`config.mk`:
```
export PLATFORM = sky130hd
export DESIGN_NAME = flash_host_ctrl
export DESIGN_NICKNAME = d
export VERILOG_FILES = /design/src/rtl/flash_host_pkg.sv /design/src/rtl/cycle_timer_if.sv /design/src/rtl/cycle_timer.sv /design/src/rtl/flash_host_ctrl.sv
export SDC_FILE = /design/constraint.sdc
export NUM_CORES = 1
export LEC_CHECK = 0
export ABC_CLOCK_PERIOD_IN_PS = 2100
export BUFFER_PORTS_ARGS = -buffer_cell sky130_fd_sc_hd__buf_2
export CAP_MARGIN = 25
export CORE_ASPECT_RATIO = 1.4
export CORE_MARGIN = 3
export CORE_UTILIZATION = 35
export CTS_BUF_LIST = sky130_fd_sc_hd__clkbuf_8
export DETAILED_ROUTE_END_ITERATION = 10
export PLACE_DENSITY = 0.63
export SLEW_MARGIN = 10
export SYNTH_ARGS = -nofsm -noshare
export SYNTH_HDL_FRONTEND = slang
export SYNTH_SLANG_ARGS = --single-unit
```
`constraint.sdc`:
```
create_clock -name clk_sys -period 2.1 [get_ports clk_sys]
set_clock_uncertainty 0.05 [all_clocks]
set_input_delay 0.105 -clock clk_sys [delete_from_list [all_inputs] [get_ports clk_sys]]
set_output_delay 0.105 -clock clk_sys [all_outputs]
set_load 0.05 [all_outputs]
```
`src/rtl/flash_host_pkg.sv`:
```
package flash_host_pkg;

  // Clock rate and bus timing, kept as times and as derived cycle counts.
  localparam int CLK_PERIOD_NS = 20;
  localparam int ADDRESS_ACCESS_TIME_NS = 90;
  localparam int CHIP_SELECT_ACCESS_TIME_NS = 90;
  localparam int RESET_PULSE_MIN_NS = 500;
  localparam int RESET_TO_READ_DELAY_NS = 50;
  localparam int WRITE_PULSE_NS = 60;
  localparam int STANDBY_EXTRA_NS = 30;
  localparam int PROTECT_PULSE_NS = 100000;

  // Least times round up to whole cycles.
  function automatic int cyclesUp(input int ns);
    int c;
    c = (ns + CLK_PERIOD_NS - 1) / CLK_PERIOD_NS;
    return (c < 1) ? 1 : c;
  endfunction

  localparam int READ_CYCLES = cyclesUp(ADDRESS_ACCESS_TIME_NS);
  localparam int RESET_CYCLES = cyclesUp(RESET_PULSE_MIN_NS);
  localparam int RECOVER_CYCLES = cyclesUp(RESET_TO_READ_DELAY_NS);
  localparam int WRITE_CYCLES = cyclesUp(WRITE_PULSE_NS);
  localparam int IDLE_CYCLES = cyclesUp(ADDRESS_ACCESS_TIME_NS
                                        + STANDBY_EXTRA_NS);
  localparam int PROTECT_CYCLES_DEFAULT = cyclesUp(PROTECT_PULSE_NS);

  localparam int ADDR_W = 22;
  localparam int DATA_W = 8;
  localparam int CNT_W = 16;

  // Address bit positions used by the signature and protection modes.
  localparam int A0_POS = 0;
  localparam int A1_POS = 1;
  localparam int A6_POS = 6;
  localparam int GROUP_LSB = 16;
  localparam int GROUP_W = 6;

  // Reset values of the pin drivers, and the byte that an unprotected group reads.
  localparam logic [ADDR_W-1:0] ADDR_RESET = 22'h000000;
  localparam logic [DATA_W-1:0] DATA_RESET = 8'h00;
  localparam logic [DATA_W-1:0] UNPROTECTED_CODE = 8'h00;

  // Commands accepted on the host's request port.
  typedef enum logic [2:0] {
    CMD_READ,
    CMD_WRITE,
    CMD_RESET,
    CMD_PROTECT,
    CMD_UNPROTECT,
    CMD_SIG_READ,
    CMD_PROT_CHECK,
    CMD_STANDBY
  } cmd_type;

endpackage

```
`src/rtl/cycle_timer_if.sv`:
```
`timescale 1ns/100ps
`default_nettype none
interface cycle_timer_if;
  import flash_host_pkg::*;
  logic load;
  logic [CNT_W-1:0] count;
  logic done;
  modport owner (output load, output count, input done);
  modport timer (input load, input count, output done);
endinterface
`default_nettype wire

```
`src/rtl/cycle_timer.sv`:
```
`timescale 1ns/100ps
`default_nettype none
module cycle_timer
  import flash_host_pkg::*;
(
  input wire logic clk_sys,
  input wire logic srst,
  cycle_timer_if.timer tmr
);
  logic [CNT_W-1:0] left_q, left_d;
  logic done_q, done_d;

  // Counts a loaded number of cycles down and pulses done at zero.
  always_comb
  begin
    left_d = left_q;
    done_d = 1'b0;
    if (tmr.load)
    begin
      left_d = tmr.count;
    end
    else if (left_q == 16'h0001)
    begin
      left_d = 16'h0000;
      done_d = 1'b1;
    end
    else if (left_q != 16'h0000)
    begin
      left_d = left_q - 16'h0001;
    end
  end

  always_ff @(posedge clk_sys)
  begin
    if (srst)
    begin
      left_q <= 16'h0000;
      done_q <= 1'b0;
    end
    else
    begin
      left_q <= left_d;
      done_q <= done_d;
    end
  end

  assign tmr.done = done_q;
endmodule
`default_nettype wire

```
`src/rtl/flash_host_ctrl.sv`:
```
`timescale 1ns/100ps
`default_nettype none
module flash_host_ctrl
  import flash_host_pkg::*;
#(
  parameter int PROTECT_CYCLES = PROTECT_CYCLES_DEFAULT
)
(
  input wire logic clk_sys,
  input wire logic srst,
  input wire logic reqValid,
  input wire cmd_type reqCmd,
  input wire logic [ADDR_W-1:0] reqAddr,
  input wire logic [DATA_W-1:0] reqData,
  input wire logic tempUnprotect,
  output logic reqReady,
  output logic rspValid,
  output logic [DATA_W-1:0] rspData,
  output logic rspInterrupted,
  output logic flashSelectN,
  output logic flashGateN,
  output logic flashGateHv,
  output logic flashStrobeN,
  output logic flashResetN,
  output logic flashResetHv,
  output logic [ADDR_W-1:0] flashAddr,
  output logic flashA9Hv,
  output logic [DATA_W-1:0] flashDataOut,
  output logic flashDataOe,
  input wire logic [DATA_W-1:0] flashDataIn,
  input wire logic readyBusyOut
);
  typedef enum logic [2:0] {
    ST_IDLE,
    ST_READ,
    ST_WRITE,
    ST_RESET,
    ST_RECOVER,
    ST_HVPULSE,
    ST_STANDBY
  } state_type;

  state_type state_q, state_d;
  cmd_type cmd_q, cmd_d;
  logic reqReady_q, reqReady_d, rspValid_q, rspValid_d;
  logic [DATA_W-1:0] rspData_q, rspData_d;
  logic rspInt_q, rspInt_d, busyAtReset_q, busyAtReset_d;
  logic selN_q, selN_d, gateN_q, gateN_d, gateHv_q, gateHv_d;
  logic strN_q, strN_d, rstN_q, rstN_d, a9Hv_q, a9Hv_d;
  logic [ADDR_W-1:0] addr_q, addr_d;
  logic [DATA_W-1:0] dOut_q, dOut_d;
  logic dOe_q, dOe_d;
  logic [DATA_W-1:0] dInMeta_q, dInSync_q;
  logic rbMeta_q, rbSync_q, tuMeta_q, tuSync_q;
  cycle_timer_if tmr ();

  cycle_timer u_timer (
    .clk_sys(clk_sys),
    .srst(srst),
    .tmr(tmr)
  );

  // Sizes a cycle count to the width of the shared timer's count.
  function automatic logic [CNT_W-1:0] cnt(input int c);
    return CNT_W'(c);
  endfunction

  // Pin inputs pass two flip-flops before any logic reads them.
  always_ff @(posedge clk_sys)
  begin
    dInMeta_q <= flashDataIn;
    dInSync_q <= dInMeta_q;
    rbMeta_q <= readyBusyOut;
    rbSync_q <= rbMeta_q;
    tuMeta_q <= tempUnprotect;
    tuSync_q <= tuMeta_q;
  end

  // Sequences every pin transaction one request at a time.
  always_comb
  begin
    state_d = state_q;
    cmd_d = cmd_q;
    reqReady_d = 1'b0;
    rspValid_d = 1'b0;
    rspData_d = rspData_q;
    rspInt_d = rspInt_q;
    busyAtReset_d = busyAtReset_q;
    selN_d = selN_q;
    gateN_d = gateN_q;
    gateHv_d = 1'b0;
    strN_d = 1'b1;
    rstN_d = 1'b1;
    a9Hv_d = a9Hv_q;
    addr_d = addr_q;
    dOut_d = dOut_q;
    dOe_d = 1'b0;
    tmr.load = 1'b0;
    tmr.count = 16'h0000;
    unique case (state_q)
      ST_IDLE:
      begin
        // Address stays put while idle so the flash naps on its own.
        selN_d = 1'b1;
        gateN_d = 1'b1;
        a9Hv_d = 1'b0;
        reqReady_d = 1'b1;
        if (reqValid && reqReady_q)
        begin
          reqReady_d = 1'b0;
          cmd_d = reqCmd;
          addr_d = reqAddr;
          dOut_d = reqData;
          rspInt_d = 1'b0;
          tmr.load = 1'b1;
          unique case (reqCmd)
            CMD_READ:
            begin
              selN_d = 1'b0;
              gateN_d = 1'b0;
              tmr.count = cnt(READ_CYCLES);
              state_d = ST_READ;
            end
            CMD_SIG_READ, CMD_PROT_CHECK:
            begin
              // A1 low reads codes, A1 high reads group status.
              addr_d[A1_POS] = (reqCmd == CMD_PROT_CHECK);
              addr_d[A6_POS] = 1'b0;
              a9Hv_d = 1'b1;
              selN_d = 1'b0;
              gateN_d = 1'b0;
              tmr.count = cnt(READ_CYCLES);
              state_d = ST_READ;
            end
            CMD_WRITE:
            begin
              // A write refused by a protected group still ends normally.
              selN_d = 1'b0;
              gateN_d = 1'b1;
              dOe_d = 1'b1;
              strN_d = 1'b0;
              tmr.count = cnt(WRITE_CYCLES);
              state_d = ST_WRITE;
            end
            CMD_PROTECT, CMD_UNPROTECT:
            begin
              // Group on bits 21..16; A6 picks protect or unprotect.
              addr_d[A6_POS] = (reqCmd == CMD_UNPROTECT);
              a9Hv_d = 1'b1;
              selN_d = 1'b0;
              tmr.count = cnt(PROTECT_CYCLES);
              state_d = ST_HVPULSE;
            end
            CMD_RESET:
            begin
              // A busy flash at reset means its operation is lost.
              busyAtReset_d = !rbSync_q;
              rspInt_d = !rbSync_q;
              rstN_d = 1'b0;
              tmr.count = cnt(RESET_CYCLES);
              state_d = ST_RESET;
            end
            CMD_STANDBY:
            begin
              // Standby by holding reset low; outputs then float.
              rstN_d = 1'b0;
              tmr.count = cnt(RESET_CYCLES);
              state_d = ST_STANDBY;
            end
          endcase
        end
      end
      ST_READ:
      begin
        if (tmr.done)
        begin
          // The whole byte is kept, so a cleared group reads zero.
          rspData_d = dInSync_q;
          rspValid_d = 1'b1;
          state_d = ST_IDLE;
        end
      end
      ST_WRITE:
      begin
        dOe_d = 1'b1;
        strN_d = 1'b0;
        if (tmr.done)
        begin
          strN_d = 1'b1; // Data latches on this rising edge.
          rspValid_d = 1'b1;
          state_d = ST_IDLE;
        end
      end
      ST_HVPULSE:
      begin
        // Gate at high voltage; the strobe pulse does the work.
        gateHv_d = 1'b1;
        strN_d = tmr.done;
        if (tmr.done)
        begin
          rspValid_d = 1'b1;
          state_d = ST_IDLE;
        end
      end
      ST_RESET:
      begin
        rstN_d = 1'b0;
        if (tmr.done)
        begin
          rstN_d = 1'b1;
          tmr.load = 1'b1;
          tmr.count = cnt(RECOVER_CYCLES);
          state_d = ST_RECOVER;
        end
      end
      ST_RECOVER:
      begin
        // Busy case waits ready; otherwise the reset-to-read delay.
        if (busyAtReset_q ? rbSync_q : tmr.done)
        begin
          rspValid_d = 1'b1;
          state_d = ST_IDLE;
        end
      end
      ST_STANDBY:
      begin
        rstN_d = 1'b0;
        if (tmr.done)
        begin
          // Release without a recovery wait.
          rstN_d = 1'b1;
          rspValid_d = 1'b1;
          state_d = ST_IDLE;
        end
      end
      default:
      begin
        state_d = ST_IDLE;
      end
    endcase
  end

  // Registers the sequencer and every pin driver except flashResetHv.
  always_ff @(posedge clk_sys)
  begin
    if (srst)
    begin
      state_q <= ST_IDLE;
      cmd_q <= CMD_READ;
      reqReady_q <= 1'b0;
      rspValid_q <= 1'b0;
      rspData_q <= DATA_RESET;
      rspInt_q <= 1'b0;
      busyAtReset_q <= 1'b0;
      selN_q <= 1'b1;
      gateN_q <= 1'b1;
      gateHv_q <= 1'b0;
      strN_q <= 1'b1;
      rstN_q <= 1'b1;
      a9Hv_q <= 1'b0;
      addr_q <= ADDR_RESET;
      dOut_q <= DATA_RESET;
      dOe_q <= 1'b0;
    end
    else
    begin
      state_q <= state_d;
      cmd_q <= cmd_d;
      reqReady_q <= reqReady_d;
      rspValid_q <= rspValid_d;
      rspData_q <= rspData_d;
      rspInt_q <= rspInt_d;
      busyAtReset_q <= busyAtReset_d;
      selN_q <= selN_d;
      gateN_q <= gateN_d;
      gateHv_q <= gateHv_d;
      strN_q <= strN_d;
      rstN_q <= rstN_d;
      a9Hv_q <= a9Hv_d;
      addr_q <= addr_d;
      dOut_q <= dOut_d;
      dOe_q <= dOe_d;
    end
  end

  // Temporary unprotection raises the reset pin to high voltage.
  logic resetHv_q;
  always_ff @(posedge clk_sys)
  begin
    if (srst)
    begin
      resetHv_q <= 1'b0;
    end
    else
    begin
      resetHv_q <= tuSync_q && rstN_d;
    end
  end

  assign reqReady = reqReady_q;
  assign rspValid = rspValid_q;
  assign rspData = rspData_q;
  assign rspInterrupted = rspInt_q;
  assign flashSelectN = selN_q;
  assign flashGateN = gateN_q;
  assign flashGateHv = gateHv_q;
  assign flashStrobeN = strN_q;
  assign flashResetN = rstN_q;
  assign flashResetHv = resetHv_q;
  assign flashAddr = addr_q;
  assign flashA9Hv = a9Hv_q;
  assign flashDataOut = dOut_q;
  assign flashDataOe = dOe_q;
endmodule
`default_nettype wire

```
==> results of run 1 <==
==> worst reg2reg max path: stages, from the launching register on <==
cell,delay [ps]
dfxtp_1,350
inv_1,100
ha_2,250
a32oi_2,150
o2111ai_4,340
o2111ai_2,170
or3_1,360
a21oi_2,140
==> cell type report <==
cell class,instances,share of cell area (%)
repair buffers,140,19.3
clock buffers,9,2.62
flip-flops and latches,90,38.1
multi-input cells,270,34.0
clock inverters,7,1.77
inverters,10,0.794
well taps,132,3.49
==> cells by family (layout without fill, tap and decap cells) <==
logic type,after synthesis,after routing
compound gates,81,81
xor+xnor,12,12
fa+ha+maj,7,7
buf+inv,30,166
flops,90,90
mux,10,10
simple gates,160,160
==> cell usage after synthesis, types with 3 or more instances <==
library cell | instances | area share [%]
o21ai_0 | 6 | 0.86
xnor2_1 | 3 | 0.75
a21oi_1 | 47 | 6.7
xor2_1 | 9 | 2.2
ha_1 | 7 | 2.5
nand2b_1 | 6 | 1.1
nor2_1 | 38 | 4.1
inv_1 | 10 | 1.1
a211oi_1 | 4 | 0.86
o211ai_1 | 3 | 0.64
nor3_1 | 6 | 0.86
nor3b_1 | 4 | 0.86
or2_2 | 6 | 1.1
nand3_1 | 5 | 0.71
dfxtp_1 | 90 | 51
nor4_4 | 3 | 1.8
mux2i_1 | 9 | 2.6
a22oi_1 | 4 | 0.86
clkbuf_1 | 16 | 1.7
nand2_1 | 77 | 8.2
or3_1 | 3 | 0.54
==> routing by layer <==
layer	GRT usage, %	vias up
met5	0	-
met4	7.75	2
met3	4.53	15
met2	28.1	80
met1	16.6	1431
li1	-	1572
==> report_power, final <==
part	switching [mW]	total, mW	internal, mW	leakage, nW
sequential	0.228	2.17	1.94	0.738
combinational	1.27	2.08	0.808	1.24
clock	0.632	1.20	0.572	0.103
total	2.13	5.46	3.32	2.08
==> worst paths after layout <==
| kind | startpoint | to | slack, ps | depth (start not counted) |
|---|---|---|---|---|
| max | state_q[0] | u_timer.left_q[15] | 140 | 7 |
| min | reqAddr[6] | flashAddr[6] | 20 | 3 |
| max reg2reg | state_q[0] | u_timer.left_q[15] | 140 | 7 |
| min reg2reg | dInMeta_q[6] | dInSync_q[6] | 280 | 0 |
==> through the flow <==
step           worst slack, ps  utilization, %
4_1_cts                   88.6            49.0
3_5_place_dp              15.3            42.9
3_3_place_gp               172            42.9
2_1_floorplan              123               -
6_report                   136            49.2
5_1_grt                   1.90            49.2
==> flip-flops by register name, summed over array words and instances (netlist names), 3 cells and up <==
| signal | flops |
|---|---|
| rspData | 8 |
| flashDataOut | 8 |
| dInMeta_q | 8 |
| flashAddr | 22 |
| u_timer.left_q | 16 |
| state_q | 3 |
| dInSync_q | 8 |
==> what timing repair did <==
item,CTS,global route
hold buffers,38,0
pin swaps,0,1
endpoints found under the hold margin,38,0
endpoints found under the setup margin,1,14
gates resized for setup,1,3
==> results.md, run 1 <==
- Sink Count: 90
- Tmin final: around 2000 ps
- Post-synthesis sequential area ratio: 51.4%
- Slowest cell on crit path: or3_1
- Critical Path RT: 2350 ps
- Worst Tran Pin Value: roughly 550 ps
- Num CTS Buffers: 9
- EDFF count, synth: 0
- Simple-gate share of the synthesized area: about 22%
- Share of synthesized flip-flops with an asynchronous set or reset: 0%
- Setup TNS Final: 0 ps
- DRC: 0
- Worst path max stage delay: approximately 360 ps
- Layout area overhead: 34.8%
- Final setup vio count: 0
- Vias: 3100
- Setup CP Type: flop to flop
- Crit path buf inv count: 1
- Row count: 42
- Port bufs: 94
- Final WL: 8.60 mm
- Skew-Pair Late Insertion Delay: approximately 360 ps
- Clock Path Buffers: 2
- Largest net degree at the start of global routing: 35
- Most frequent cells in the layout: buf_2, dfxtp_1, nand2_1
- Unrepaired setup endpoints after global routing: false
- Synth Area in Adders: roughly 2.5%
- Post-synth net total: 443
- Core region area: ~9600 um^2
- First-pass GRT wire length: ~14 mm
- Finished Layout Cells: ~660
- Fmax: 509 MHz
- Setup bufs post-CTS: 0
- Maximum vdd drop: ~0.00047 V
- Slew HR: around 63%
- Post-synthesis register bit count: 90
- Max Used Layer: met5
- IO Pins: 95
- YS warnings: 0
- Period utilization: between 90% and 100%
- Initial antenna violation count: 1
- Met2 Wirelength: between 4 and 5 mm
- Startpoint type of the worst setup path: flop
- Synth Area in XOR/XNOR: around 3%
- Max Cap Viol: 0
- Largest family of logic cells by synthesized area: simple AND/OR/NAND/NOR gates
- CTS H-tree depth: 3
- Final Instance Area: roughly 4700 um^2
- Pwr Total: approximately 5.5 mW
- Critical Path End Type: flop
- Post-synthesis mux area share: under 10%
- Clk slew on worst S/H paths: about 90 ps
- Run status: complete, no violations
- Gpl congestion: between 0.8 and 0.9
- Synth Area in Compound Gates: 14.7%
- Fillers: 914
- Horiz. Die Dim: about 91 um
- Met3 WL: 425 um
- NumNets Final: 574
- Pleak: around 2.1 nW
- DRT met1 WL: between 3 and 4 mm
- Commonest non-fill, non-tap cell in the layout: buf_2
- Via/cell ratio: between 4 and 5
- Final hold vios: 0
- Post-synthesis cell type count: 50
- Starting Density: between 30 and 40%
- Crit Path Max Fanout: 7
- Dpl cell area: just over 4000 um^2
- Synthesized area per cell: ~9 um^2
- Crit path DAT: 2210 ps
- Total GRT Usage: approximately 16%
- Clock Root Buffer: clkbuf_8
- Worst path top cell family by delay: compound AO/OA/AOI/OAI gates
- Gr ovfl total: 0
- Max-slew violations: 0
- Die height: about 120 um
- TritonCTS clock tree: yes
- Crit-path cells: inv_1 > ha_2 > a32oi_2 > o2111ai_4 > o2111ai_2 > or3_1 > a21oi_2
- Hold Slack: 24.8 ps
- Hold Path Class: input pin to flop
- Die ar.: roughly 11000 um^2
- DRT iter0 DRCs: between 100 and 150
- Dpl hpwl: between 6 and 7 mm
- ANT nets after route: 0
- PD cells: between 1000 and 1500 nW/um^2
- Register Area: around 1800 um^2
- Placed insts: 604
- # diodes: 0
- Vias in the first global route: between 3000 and 4000
- Share of cells above drive strength 1: between 20% and 30%
- Gate Count Post-Synth: between 300 and 400
- Multi-input logic area: 1610 um^2
- Wire length per cell: approximately 13 um
- Post-Syn Area: 3510 um^2
- Drt pass-1 iters: 4
- Primary FF master, synth: dfxtp_1
No activity file was read; power rests on OpenSTA's default activity.
==> inputs of run 2 (changes only) <==
Settings changed: ABC_CLOCK_PERIOD_IN_PS 2100 to not set, PLACE_DENSITY 0.63 to not set, PLACE_DENSITY_LB_ADDON set to 0.1.
==> run 2 against run 1 <==
  * Count of clock-buffer cells in the layout did not move
  * Via count is 0.13% higher
  * Die area did not move
  * Power up 0.29%
  * Core utilization increased by 0.25 points
  * Non-clock buffer count up 5
  * Fmax rose by 0.48%
  * Final cell count is 0.76% higher
  * Sequential cell count unchanged
  * Global-route usage about the same
==> results.md, run 2 (synthesized netlist as in run 1, its figures left out) <==
- Run status: complete, no violations
- Comb pwr share: 39.1% (+1.0 points)
- Largest register FFs: 22 (unchanged)
- Setup CP Type: flop to flop
- Hold Path Class: input pin to flop
- Max-slew violations: 0 (unchanged)
- DRC: 0 (unchanged)
- Clock Path Buffers: 2 (unchanged)
- Setup TNS Final: 0 ps (unchanged)
- Placed insts: 608 (+0.66%)
- Die height: 124 um (unchanged)
- Commonest non-fill, non-tap cell in the layout: buf_2
- ANT nets after route: 0 (unchanged)
- Pleak: 2.09 nW (+0.55%)
- Sw Ratio: 40.3% (+1.2 points)
- Num CTS Buffers: 9 (unchanged)
- Horiz. Die Dim: 90.6 um (unchanged)
- PD cells: 1150 nW/um^2 (-0.21%)
- Max Cap Viol: 0 (unchanged)
- Startpoint type of the worst setup path: flop
- Sink Count: 90 (unchanged)
- Most frequent cells in the layout: buf_2, dfxtp_1, nand2_1
- Fmax: 511 MHz (+0.48%)
- Layout area overhead: 35.5%
- Power share of the clock group: 21.1% (-1.0 points)
- Period utilization: 93.1% (-0.44 points)
- Gr ovfl total: 0 (unchanged)
- Gpl congestion: 0.816 (-0.31%)
- TritonCTS clock tree: yes
- Die ar.: 11300 um^2 (unchanged)
- # diodes: 0 (unchanged)
- Internal power component: 3.27 mW (-1.8%)
- Wire length per cell: 13.1 um (+0.17%)
- Skew-Pair Late Insertion Delay: 370 ps (about the same)
- Drt pass-1 iters: 4 (unchanged)
- Share of cells above drive strength 1: 27.9% (+0.31 points)
- Vias in the first global route: 3060 (+0.20%)
- Port bufs: 94 (unchanged)
- Slew HR: 57.7% (-5.5 points)
- Vias: 3104 (+0.13%)
- Critical Path End Type: flop
- Largest net degree at the start of global routing: 34 (-2.9%)
- Clk slew on worst S/H paths: 100 ps (about the same)
- Final setup vio count: 0 (unchanged)
- Row count: 42 (unchanged)
- Core region area: 9620 um^2 (unchanged)
- Total GRT Usage: 15.7% (about the same)
- NumNets Final: 579 (+0.87%)
- Fillers: 944 (+3.3%)
- Unrepaired setup endpoints after global routing: false
- Finished Layout Cells: 663 (+0.76%)
- Final WL: 8.68 mm (+0.93%)
- Worst Tran Pin Value: 635 ps (+84.6 ps)
- Initial antenna violation count: 0 (-1)
- CTS H-tree depth: 3 (unchanged)
- Sequential share of power: 39.8% (about the same)
- Crit path DAT: 2220 ps (about the same)
- Clock Root Buffer: clkbuf_8
- Maximum vdd drop: 0.000563 V (+19%)
- Sw power: 2.21 mW (+3.5%)
- IO Pins: 95 (unchanged)
- First-pass GRT wire length: 14.4 mm (+0.19%)
- Critical Path RT: 2360 ps (about the same)
- Final hold vios: 0 (unchanged)
- Hold Slack: 87.4 ps (+62.6 ps)
- Tmin final: 1960 ps (-9.34 ps)
- Starting Density: 36.5% (unchanged)
- DRT iter0 DRCs: 115 (+2.7%)
- Dpl hpwl: 6.16 mm (+1.3%)
- Crit Path Max Fanout: 7 (unchanged)
- Via/cell ratio: 4.68 (-0.63%)
run 2: cell count changes in the layout (fill, tap and decap cells not counted):
cell / before / now
dlygate4sd3_1: 38 / 39
bufinv_16: 1 / 0
clkinvlp_4: 1 / 2
buf_6: 0 / 1
inv_6: 3 / 2
nor2b_2: 1 / 0
buf_4: 8 / 11
clkinv_4: 1 / 0
inv_8: 1 / 3
nor2b_1: 0 / 1
run 2: cell type report:
type | count | area [um^2] | area share, %
clock inverter | 7 | 66.3 | 1.40
tap | 132 | 165 | 3.48
sequential | 90 | 1800 | 37.9
clock buffer | 9 | 124 | 2.61
inverter | 10 | 37.5 | 0.790
timing repair buffer | 145 | 955 | 20.1
multi-input combinational | 270 | 1600 | 33.7
run 2: stage by stage:
stage               utilization (%)  total power [mW]  worst slack [ps]  cell area (um^2)
floorplan                         -              3.74               123              3510
global placement               43.2              4.28               166              4150
detailed placement             43.2              4.30              81.9              4150
CTS                            49.2              5.52              65.4              4730
global route                   49.4              5.82              19.0              4750
finish                         49.4              5.47               145              4750
run 2: per-layer routing:
metal	track usage [%]	wire length, um	up-vias
li1	-	-	1584
met1	16.8	3580	1450
met2	29.0	4570	64
met3	4.17	402	6
met4	6.22	119	0
met5	0	0	-
run 2: power by group through the flow:
| stage | Sequential (mW) | Combinational, mW | Clock (mW) |
|---|---|---|---|
| floorplan | 2.48 | 1.26 | 0 |
| global placement | 2.21 | 2.07 | 0 |
| detailed placement | 2.21 | 2.09 | 0 |
| CTS | 2.18 | 2.15 | 1.19 |
| global route | 2.21 | 2.36 | 1.25 |
| finish | 2.18 | 2.14 | 1.15 |
run 2: timing repair:
action,CTS,global route
resized for setup,0,4
hold buffers,39,0
setup buffers,0,0
hold endpoints to repair,39,0
endpoints found under the setup margin,0,15
run 2: worst paths after layout:
path / start / to / slack, ps / cells after the start
worst min-delay path: reqAddr[1] / flashAddr[1] / 90 / 4
worst max-delay path: state_q[0] / u_timer.left_q[15] / 140 / 7
worst max register to register: state_q[0] / u_timer.left_q[15] / 140 / 7
worst min register to register: tuMeta_q / tuSync_q / 290 / 0
run 2: worst max-delay path, cell delays in order (launching register included):
cell,delay [ps]
dfxtp_1,350
inv_1,90
ha_2,240
a32oi_2,150
o2111ai_4,340
o2111ai_2,170
or3_1,360
a21oi_2,130
